## src/tlc_pkg.sv

```systemverilog
package tlc_pkg;

  // ----------------------------------------------------------------
  // Bus geometry
  // ----------------------------------------------------------------
  localparam int TLC_ADDR_W = 12;
  localparam int TLC_DATA_W = 32;
  localparam logic [1:0] TLC_RESP_OKAY = 2'h0;

  // ----------------------------------------------------------------
  // Register offsets
  // ----------------------------------------------------------------
  localparam logic [11:0] TLC_OFS_LINK_RATE = 12'h000;
  localparam logic [11:0] TLC_OFS_LANES = 12'h004;
  localparam logic [11:0] TLC_OFS_FRAMING = 12'h008;
  localparam logic [11:0] TLC_OFS_UPDATE_CTRL = 12'h03c;
  localparam logic [11:0] TLC_OFS_STATUS = 12'h040;

  // ----------------------------------------------------------------
  // Field positions and widths
  // ----------------------------------------------------------------
  localparam int TLC_RATE_W = 8;
  localparam int TLC_LANES_W = 5;
  localparam int TLC_STATUS_W = 8;
  localparam int TLC_CTRL_TOGGLE_BIT = 0;
  localparam int TLC_CTRL_LOCK_BIT = 1;
  localparam int TLC_FRAMING_BIT = 0;

  // ----------------------------------------------------------------
  // Reset values and codes
  // ----------------------------------------------------------------
  localparam logic [7:0] TLC_RATE_RESET = 8'h00;
  localparam logic [4:0] TLC_LANES_RESET = 5'h00;
  localparam logic [7:0] TLC_STATUS_RESET = 8'h00;
  localparam logic [7:0] TLC_RATE_1G62 = 8'h06;
  localparam logic [7:0] TLC_RATE_2G7 = 8'h0a;
  localparam logic [7:0] TLC_RATE_5G4 = 8'h14;
  localparam logic [4:0] TLC_LANES_ONE = 5'h01;
  localparam logic [4:0] TLC_LANES_TWO = 5'h02;
  localparam logic [4:0] TLC_LANES_FOUR = 5'h04;

  // ----------------------------------------------------------------
  // Functional-core copy of the link configuration
  // ----------------------------------------------------------------
  typedef struct packed {
    logic [7:0] linkRate;
    logic [4:0] laneCount;
    logic enhancedFraming;
  } tlc_link_cfg_t;

  localparam tlc_link_cfg_t TLC_CFG_RESET = '{8'h00, 5'h00, 1'b0};

endpackage
```

## src/tlc_link_config_regs.sv

```systemverilog
// Operation
// - Every configuration register is read and written through the AXI4-Lite slave port.
// - All registers live on the bus clock; the core only sees registered copies of them.
// - A single-bit value read while changing returns wholly its old or wholly its new value.
// - While the host holds the lock bit set, the multi-bit status snapshot is frozen.
// - Rate and lane fields reach the core copies only when the host flips the toggle bit.
// - Undefined and reserved bits always read as zero.
// - Every register resets to zero.
// - The link rate field sits in bits 7:0, codes 0x06, 0x0a and 0x14 select the rates.
// - The lane count field sits in bits 4:0 and the host programs only 1, 2 or 4.
// - Framing bit 0 set selects enhanced framing, clear selects normal framing.
`timescale 1ns/10ps
`default_nettype none

module tlc_link_config_regs
  import tlc_pkg::*;
(
  input wire logic mclk,
  input wire logic reset_n,
  input wire logic [TLC_ADDR_W-1:0] s_axi_awaddr,
  input wire logic s_axi_awvalid,
  output logic s_axi_awready,
  input wire logic [TLC_DATA_W-1:0] s_axi_wdata,
  input wire logic [3:0] s_axi_wstrb,
  input wire logic s_axi_wvalid,
  output logic s_axi_wready,
  output logic [1:0] s_axi_bresp,
  output logic s_axi_bvalid,
  input wire logic s_axi_bready,
  input wire logic [TLC_ADDR_W-1:0] s_axi_araddr,
  input wire logic s_axi_arvalid,
  output logic s_axi_arready,
  output logic [TLC_DATA_W-1:0] s_axi_rdata,
  output logic [1:0] s_axi_rresp,
  output logic s_axi_rvalid,
  input wire logic s_axi_rready,
  input wire logic [TLC_STATUS_W-1:0] coreStatus,
  output tlc_link_cfg_t coreCfg,
  output logic coreCfgUpdate
);

  // ----------------------------------------------------------------
  // Write channel: address and data may arrive in either order
  // ----------------------------------------------------------------
  logic awHeld_q;
  logic [TLC_ADDR_W-1:0] awAddr_q;
  logic wHeld_q;
  logic [TLC_DATA_W-1:0] wData_q;
  logic [3:0] wStrb_q;
  logic bValid_q;

  wire logic awTake = s_axi_awvalid && s_axi_awready;
  wire logic wTake = s_axi_wvalid && s_axi_wready;
  wire logic awHave = awHeld_q || s_axi_awvalid;
  wire logic wHave = wHeld_q || s_axi_wvalid;
  wire logic wrFire = awHave && wHave && !bValid_q;
  wire logic [TLC_ADDR_W-1:0] wrAddr = awHeld_q ? awAddr_q : s_axi_awaddr;
  wire logic [TLC_DATA_W-1:0] wrData = wHeld_q ? wData_q : s_axi_wdata;
  wire logic [3:0] wrStrb = wHeld_q ? wStrb_q : s_axi_wstrb;
  // All defined fields live in byte lane 0
  wire logic wrLane0 = wrFire && wrStrb[0];

  assign s_axi_awready = !awHeld_q && !bValid_q;
  assign s_axi_wready = !wHeld_q && !bValid_q;
  assign s_axi_bvalid = bValid_q;
  assign s_axi_bresp = TLC_RESP_OKAY;

  always_ff @(posedge mclk) begin
    if (!reset_n) begin
      awHeld_q <= 1'b0;
      awAddr_q <= '0;
      wHeld_q <= 1'b0;
      wData_q <= '0;
      wStrb_q <= '0;
      bValid_q <= 1'b0;
    end else begin
      if (wrFire) begin
        awHeld_q <= 1'b0;
        wHeld_q <= 1'b0;
      end else begin
        if (awTake) begin
          awHeld_q <= 1'b1;
          awAddr_q <= s_axi_awaddr;
        end
        if (wTake) begin
          wHeld_q <= 1'b1;
          wData_q <= s_axi_wdata;
          wStrb_q <= s_axi_wstrb;
        end
      end
      if (wrFire) begin
        bValid_q <= 1'b1;
      end else if (s_axi_bready) begin
        bValid_q <= 1'b0;
      end
    end
  end

  // ----------------------------------------------------------------
  // Address decode on the offset only
  // ----------------------------------------------------------------
  // Upper address bits never reach the block, so any base works
  wire logic wrRate = wrLane0 && (wrAddr == TLC_OFS_LINK_RATE);
  wire logic wrLanes = wrLane0 && (wrAddr == TLC_OFS_LANES);
  wire logic wrFraming = wrLane0 && (wrAddr == TLC_OFS_FRAMING);
  wire logic wrCtrl = wrLane0 && (wrAddr == TLC_OFS_UPDATE_CTRL);

  // ----------------------------------------------------------------
  // Host-visible registers
  // ----------------------------------------------------------------
  logic [TLC_RATE_W-1:0] rate_q;
  logic [TLC_LANES_W-1:0] lanes_q;
  logic framing_q;
  logic toggle_q;
  logic lock_q;
  logic [TLC_STATUS_W-1:0] statusSnap_q;

  always_ff @(posedge mclk) begin
    if (!reset_n) begin
      rate_q <= TLC_RATE_RESET;
      lanes_q <= TLC_LANES_RESET;
      framing_q <= 1'b0;
      toggle_q <= 1'b0;
      lock_q <= 1'b0;
    end else begin
      if (wrRate) begin
        rate_q <= wrData[TLC_RATE_W-1:0];
      end
      if (wrLanes) begin
        // Stored as written; legal values are the host's concern
        lanes_q <= wrData[TLC_LANES_W-1:0];
      end
      if (wrFraming) begin
        framing_q <= wrData[TLC_FRAMING_BIT];
      end
      if (wrCtrl) begin
        toggle_q <= wrData[TLC_CTRL_TOGGLE_BIT];
        lock_q <= wrData[TLC_CTRL_LOCK_BIT];
      end
    end
  end

  // ----------------------------------------------------------------
  // Status snapshot with lock
  // ----------------------------------------------------------------
  // Whole-word freeze keeps a multi-bit read coherent across cycles
  always_ff @(posedge mclk) begin
    if (!reset_n) begin
      statusSnap_q <= TLC_STATUS_RESET;
    end else if (!lock_q) begin
      statusSnap_q <= coreStatus;
    end
  end

  // ----------------------------------------------------------------
  // Functional-core copies
  // ----------------------------------------------------------------
  logic toggleSeen_q;
  tlc_link_cfg_t coreCfg_q;
  logic cfgUpdate_q;

  wire logic toggleFlip = toggle_q != toggleSeen_q;

  always_ff @(posedge mclk) begin
    if (!reset_n) begin
      toggleSeen_q <= 1'b0;
      coreCfg_q <= TLC_CFG_RESET;
      cfgUpdate_q <= 1'b0;
    end else begin
      toggleSeen_q <= toggle_q;
      cfgUpdate_q <= toggleFlip;
      if (toggleFlip) begin
        coreCfg_q.linkRate <= rate_q;
        coreCfg_q.laneCount <= lanes_q;
      end
      // Single bit needs no toggle: it can never be seen half-changed
      coreCfg_q.enhancedFraming <= framing_q;
    end
  end

  assign coreCfg = coreCfg_q;
  assign coreCfgUpdate = cfgUpdate_q;

  // ----------------------------------------------------------------
  // Read channel
  // ----------------------------------------------------------------
  logic rValid_q;
  logic [TLC_DATA_W-1:0] rData_q;

  wire logic rdRate = s_axi_araddr == TLC_OFS_LINK_RATE;
  wire logic rdLanes = s_axi_araddr == TLC_OFS_LANES;
  wire logic rdFraming = s_axi_araddr == TLC_OFS_FRAMING;
  wire logic rdCtrl = s_axi_araddr == TLC_OFS_UPDATE_CTRL;
  wire logic rdStatus = s_axi_araddr == TLC_OFS_STATUS;
  // Reserved bits and unmapped offsets fall out as zero
  wire logic [TLC_DATA_W-1:0] rdMux =
    ({TLC_DATA_W{rdRate}} & {24'h000000, rate_q}) |
    ({TLC_DATA_W{rdLanes}} & {27'h0000000, lanes_q}) |
    ({TLC_DATA_W{rdFraming}} & {31'h00000000, framing_q}) |
    ({TLC_DATA_W{rdCtrl}} & {30'h00000000, lock_q, toggle_q}) |
    ({TLC_DATA_W{rdStatus}} & {24'h000000, statusSnap_q});

  assign s_axi_arready = !rValid_q;
  assign s_axi_rvalid = rValid_q;
  assign s_axi_rdata = rData_q;
  assign s_axi_rresp = TLC_RESP_OKAY;

  always_ff @(posedge mclk) begin
    if (!reset_n) begin
      rValid_q <= 1'b0;
      rData_q <= '0;
    end else if (s_axi_arvalid && s_axi_arready) begin
      rValid_q <= 1'b1;
      rData_q <= rdMux;
    end else if (s_axi_rready) begin
      rValid_q <= 1'b0;
    end
  end

endmodule

`default_nettype wire

```

## config.mk

```make
export PLATFORM = sky130hd
export DESIGN_NAME = tlc_link_config_regs
export DESIGN_NICKNAME = d
export VERILOG_FILES = /design/src/tlc_pkg.sv /design/src/tlc_link_config_regs.sv
export SDC_FILE = /design/constraint.sdc
export NUM_CORES = 1
export LEC_CHECK = 0
export BUFFER_PORTS_ARGS = -buffer_cell sky130_fd_sc_hd__buf_2
export CELL_PAD_IN_SITES_DETAIL_PLACEMENT = 0
export CELL_PAD_IN_SITES_GLOBAL_PLACEMENT = 1
export CORE_MARGIN = 1
export CORE_UTILIZATION = 39
export DETAILED_ROUTE_END_ITERATION = 6
export PLACE_DENSITY_LB_ADDON = 0.1
export SYNTH_ARGS = -nofsm -noshare
export SYNTH_HDL_FRONTEND = slang
export SYNTH_SLANG_ARGS = --single-unit
```

## constraint.sdc

```tcl
create_clock -name mclk -period 2.68 [get_ports mclk]
set_input_delay 0.402 -clock mclk [delete_from_list [all_inputs] [get_ports mclk]]
set_output_delay 0.402 -clock mclk [all_outputs]
set_load 0.01 [all_outputs]
```

== Word level (Yosys, flattened, before mapping) ==
Cells that the tools add are included.

* Flip-flop bits (word level): 97
* Bits in latches: 0
* RAM bits: 0
* Bits in read-only memories: 0
* Input bits: 75
* Output and inout bits: 56
* Logic and storage cells: 70
* Memories: 0

* Add/subtract/negate cells: 0
* Multiply operators: 0
* Div/mod/pow operators: 0
* Magnitude comparators: 0
* Eq/ne operators: 8
* Shift operators: 0
* Muxes and demuxes: 7
* Bitwise gates (word level): 11
* Reduce and logical (&&, ||, !) cells: 25

{| class="wikitable"
|+ Operators by type and width
! cell !! count
|-
| 32-bit OR || 4
|-
| 32-bit by 8-bit bitwise AND with 32-bit output || 2
|-
| 32-bit by 1-bit bitwise AND with 32-bit output || 1
|-
| 32-bit by 2-bit bitwise AND with 32-bit output || 1
|-
| 32-bit by 5-bit bitwise AND with 32-bit output || 1
|-
| 12-bit by 3-bit == test with 1-bit output (second input constant) || 2
|-
| 12-bit by 4-bit == test with 1-bit output (second input constant) || 2
|-
| 12-bit by 6-bit == test with 1-bit output (second input constant) || 2
|-
| 12-bit zero test || 2
|-
| 12-bit by 7-bit == test with 1-bit output (second input constant) || 1
|-
| 1-bit logical AND || 12
|-
| 12-bit 2-to-1 mux || 1
|-
| 8-bit 2-to-1 mux || 1
|-
| 1-bit 2-to-1 mux || 5
|-
| 1-bit zero test || 4
|-
| 2-bit AND reduction || 2
|-
| 2-bit nonzero test || 2
|-
| 1-bit logical OR || 2
|-
| 1-bit inverter || 2
|-
| 2-bit OR reduction || 1
|-
| 1-bit inequality test || 1
|}

== Depth between registers and ports, before layout ==
* Word-level depth: 6
* Depth in mapped cells: 6
* Mapped depth without buffers: 4

== Worst setup path after synthesis ==
OpenSTA, ideal clock, no wires.

* Kind: input to register
* Start: in s_axi_araddr[9]
* End: reg rData_q[0] (netlist: s_axi_rdata[0])
* Arrival: 1.618 ns
* Data required time: 2.606 ns
* Setup slack: 0.987 ns
* Stages on the path: 4
* Cells stage by stage: or4_4 nor4_4 a31oi_1 a31oi_1

* Word-level cells in the longest chain between the ends: 6
* Elaborated cells on any way between the ends: 14
* Those cells by class: eq/ne (4); bitwise (9); reduce/logical (1)

{| class="wikitable"
|+ Ends and longest elaborated chain
! element !! line !! text
|-
| start: declaration || tlc_link_config_regs.sv:30 || <nowiki>input wire logic [TLC_ADDR_W-1:0] s_axi_araddr,</nowiki>
|-
| 12-bit by 3-bit == test with 1-bit output or 12-bit zero test (tied branches) || tlc_link_config_regs.sv:191, tlc_link_config_regs.sv:190 ||
|-
| 32-bit by 5-bit bitwise AND with 32-bit output or 32-bit by 8-bit bitwise AND with 32-bit output (tied branches) || tlc_link_config_regs.sv:198, tlc_link_config_regs.sv:197 ||
|-
| 32-bit OR || tlc_link_config_regs.sv:197 || <nowiki>({TLC_DATA_W{rdRate}} & {24'h000000, rate_q}) |</nowiki>
|-
| 32-bit OR || tlc_link_config_regs.sv:198 || <nowiki>({TLC_DATA_W{rdLanes}} & {27'h0000000, lanes_q}) |</nowiki>
|-
| 32-bit OR || tlc_link_config_regs.sv:199 || <nowiki>({TLC_DATA_W{rdFraming}} & {31'h00000000, framing_q}) |</nowiki>
|-
| 32-bit OR (*) || tlc_link_config_regs.sv:200 || <nowiki>({TLC_DATA_W{rdCtrl}} & {30'h00000000, lock_q, toggle_q}) |</nowiki>
|-
| end signal: assignment || tlc_link_config_regs.sv:214 || <nowiki>rData_q <= rdMux;</nowiki>
|-
| end: declaration || tlc_link_config_regs.sv:188 || <nowiki>logic [TLC_DATA_W-1:0] rData_q;</nowiki>
|}

Mark *: on every way between the ends. The rest lies on a longest branch, timed or not.
A chain may end at the register's enable or synchronous reset.

== Worst setup path after layout ==
* Start: reg wHeld_q
* End: reg rate_q[5]

* Word-level cells in the longest chain between the ends: 5
* Elaborated cells on any way between the ends: 7
* Those cells by class: mux (2); reduce/logical (5)

{| class="wikitable"
|+ Ends and longest elaborated chain
! element !! line !! text
|-
| start: declaration || tlc_link_config_regs.sv:47 || <nowiki>logic wHeld_q;</nowiki>
|-
| start signal: assignment || tlc_link_config_regs.sv:72 || <nowiki>wHeld_q <= 1'b0;</nowiki>
|-
| start signal: assignment || tlc_link_config_regs.sv:79 || <nowiki>wHeld_q <= 1'b0;</nowiki>
|-
| start signal: assignment || tlc_link_config_regs.sv:86 || <nowiki>wHeld_q <= 1'b1;</nowiki>
|-
| 1-bit logical OR || tlc_link_config_regs.sv:55 || <nowiki>wire logic wHave = wHeld_q || s_axi_wvalid;</nowiki>
|-
| 1-bit logical AND (2 in a row) || tlc_link_config_regs.sv:56 || <nowiki>wire logic wrFire = awHave && wHave && !bValid_q;</nowiki>
|-
| 1-bit logical AND || tlc_link_config_regs.sv:61 || <nowiki>wire logic wrLane0 = wrFire && wrStrb[0];</nowiki>
|-
| 1-bit logical AND || tlc_link_config_regs.sv:103 || <nowiki>wire logic wrRate = wrLane0 && (wrAddr == TLC_OFS_LINK_RATE);</nowiki>
|-
| end signal: assignment || tlc_link_config_regs.sv:127 || <nowiki>rate_q <= wrData[TLC_RATE_W-1:0];</nowiki>
|-
| end: declaration || tlc_link_config_regs.sv:111 || <nowiki>logic [TLC_RATE_W-1:0] rate_q;</nowiki>
|}

Several ways; a longest one is shown, not always the timed one.

==> flow_metrics.py <==
metrics = {
    "yosys": {
        "synth.avg_cell_area_um2": 9.55,
        "syn-instance-count": 366,
        "yosysMostFrequentCell": "dfxtp_1",
        "synth-seq-cells": 73,
        "ys_warn_count": 0,
        "synth_edf_count": 0,
        "synth_cell_types": 41,
        "synthFlopType": "dfxtp_1",
        "netlist_area_mm2": 0.00350,
        "yosysTopAreaCell": "dfxtp_1",
        "synth_common_cells": "dfxtp_1 (73), nand2_1 (56), mux2i_1 (49), nor2b_1 (30), buf_4 (28)",
        "synth.top_cell.area_share": 0.418,
        "ys_seq_area_frac": 0.418,
        "ys_async_sr_fraction": 0,
        "synth_area_leaders": "dfxtp_1 (42%), mux2i_1 (14%), buf_4 (6.0%), nand2_1 (6.0%), nor2b_1 (5.4%)",
    },
    "global_routing": {
        "grt_max_degree": 45,
        "grt_pass1_vias": 2577,
        "antenna_found_initial": 0,
        "track_usage": 0.167,
        "grt_pass1_wl_um": 12500,
        "grt_overflow": 0,
    },
    "floorplan": {
        "pin_count": 131,
        "row_count": 34,
        "die_h_um": 96.7,
        "fp.dieW_um": 96.7,
        "dieArea_mm2": 0.00935,
        "initial_core_util": 0.401,
        "core_area_mm2": 0.00872,
    },
    "cts": {
        "cts_tree": "yes",
        "clock_path_buffers": 2,
        "cts_htree_levels": 3,
        "cts_buffers": 9,
        "root_buffer": "clkbuf_8",
        "postCtsSetupBuffers": 0,
        "cts-resized-gates": 0,
        "path_clk_slew_ps": 80,
        "cts_sinks": 73,
        "ctsHoldBuffers": 0,
        "insertion_delay_ps": 350,
    },
    "worst_setup_path": {
        "slowest_delay_ps": 700,
        "crit_arrival_ps": 2300,
        "slowest_stage": "dfxtp_1",
        "cp_num_buf_inv": 0,
        "path_cells": "o22ai_1 > nor3_1 > nand4_4 > mux2i_1",
        "cp.required_ps": 2910,
        "start_kind": "flop",
        "crit_family": "simple AND/OR/NAND/NOR gates",
        "crit_fanout": 13,
        "crit_path_end_kind": "flop",
        "crit_type": "flop to flop",
    },
    "placed_design": {
        "place_area_mm2": 0.00386,
        "dp_slack_ps": 596,
        "hpwlAfterDp_um": 5440,
        "gpl.final_weighted_congestion": 0.724,
        "portBuffers": 75,
    },
    "timing": {
        "finalWorstSetupSlack_ps": 608,
        "hold_violations": 0,
        "whs_ps": 306,
        "fin_crit_sh": 0.773,
        "drv_slew": 0,
        "fin_crit_ps": 2070,
        "rsz0062_at_grt": "no",
        "slew_headroom": 0.468,
        "tightest_slew_ps": 795,
        "finalSetupTns_ps": 0,
        "finalClockSkew_ps": 9.00,
        "fmax_mhz": 483,
        "setup_violations": 0,
    },
    "status": {
        "violations": "DRC",
        "status": "finished with violations",
    },
    "flow_run": {
        "maxCapViolCount": 0,
    },
    "drt": {
        "antenna_left": 0,
        "via_per_inst": 4.84,
        "drc_errors": 1,
        "vias": 2666,
        "firstDrtPassIters": 6,
        "routedWlPerCell_um": 13.5,
        "wirelength_um": 7440,
        "drt_iter0_drc": 78,
    },
    "pwr": {
        "p_leak_nw": 1.89,
        "power_density_mw_per_mm2": 579,
        "ir_worst_vdd_uv": 247,
    },
    "cells_and_area": {
        "drive_above_1_share": 0.273,
        "final_area_mm2": 0.00408,
        "antenna_cells": 0,
        "nets": 513,
        "area_growth_pct": 16.6,
        "fin_util": 0.468,
    },
    "worst_hold_path": {
        "hold_class": "input pin to flop",
    },
}
[layout make-up]
class,count,area [µm²]
clock buffers,9,124
clock inverters,7,95.1
fillers,862,4640
inverters,6,22.5
multi-input cells,269,1840
flip-flops and latches,73,1460
well taps,108,135
repair buffers,79,405
[state kept, by name, indices dropped and copies added, names as in the netlist]
name,flops
framing_q,1
lanes_q,5
toggleSeen_q,1
wStrb_q,1
awHeld_q,1
lock_q,1
wData_q,8
wHeld_q,1
toggle_q,1
statusSnap_q,8
awAddr_q,12
s_axi_rvalid,1
coreCfgUpdate,1
s_axi_bvalid,1
coreCfg,14
s_axi_rdata,8
rate_q,8
[power breakdown]
group	switching, mW	internal (mW)
Sequential	0.0320	1.12
Clock	0.426	0.524
Combinational	0.141	0.123
Total	0.599	1.76
[layout by cell type, fill, tap and decap left out, drive strengths merged, types with 2 or more instances in the layout]
cell type,instances
a211oi,2
mux2,15
a31oi,2
mux2i,49
a221oi,3
nor3,7
or4b,2
nand3,4
nor2b,30
clkinv,4
nor3b,2
nor4,4
nand2,56
o21ai,8
or3,4
or3b,3
clkbuf,9
nand3b,4
o22ai,2
nor2,8
and2,2
dfxtp,73
a21oi,5
conb,28
inv,6
bufinv,2
a21boi,16
nand4,4
or4,2
buf,79
[worst paths after layout]
path / startpoint / depth (start not counted) / slack (ps) / end
hold reg to reg: coreCfg[11]$_SDFFE_PN0P_ / 2 / 460 / coreCfg[11]$_SDFFE_PN0P_
setup reg to reg: wHeld_q$_SDFFE_PP0P_ / 4 / 610 / rate_q[5]$_SDFFE_PN0P_
hold / removal: s_axi_arvalid / 2 / 310 / s_axi_rvalid$_SDFFE_PN0P_
setup / recovery: wHeld_q$_SDFFE_PP0P_ / 4 / 610 / rate_q[5]$_SDFFE_PN0P_
[per-layer routing]
layer	global-route usage	routed length, µm	vias up	part of all wire
met5	0	0	-	0
met4	0.0654	102	0	0.014
met3	0.0332	364	10	0.049
met2	0.262	3230	77	0.43
met1	0.224	3740	1235	0.50
li1	-	-	1344	-
[kinds of logic (layout without fill, tap and decap cells)]
kind of cell           after synthesis  in the layout  synth area share
AO/OA/AOI/OAI                       41             41            0.0866
XOR/XNOR                             2              2           0.00501
buffers and inverters               51            101            0.0862
flip-flops                          73             73             0.418
multiplexers                        64             64             0.189
other                                1             28           0.00107
AND/OR/NAND/NOR                    134            134             0.215
[metrics by stage]
step	power (mW)	cells
global placement	1.44	535
finish	2.36	551
CTS	2.39	551
detailed placement	1.44	535
global route	2.47	551
floorplan	1.38	393
(Power assumes the default switching activity.)
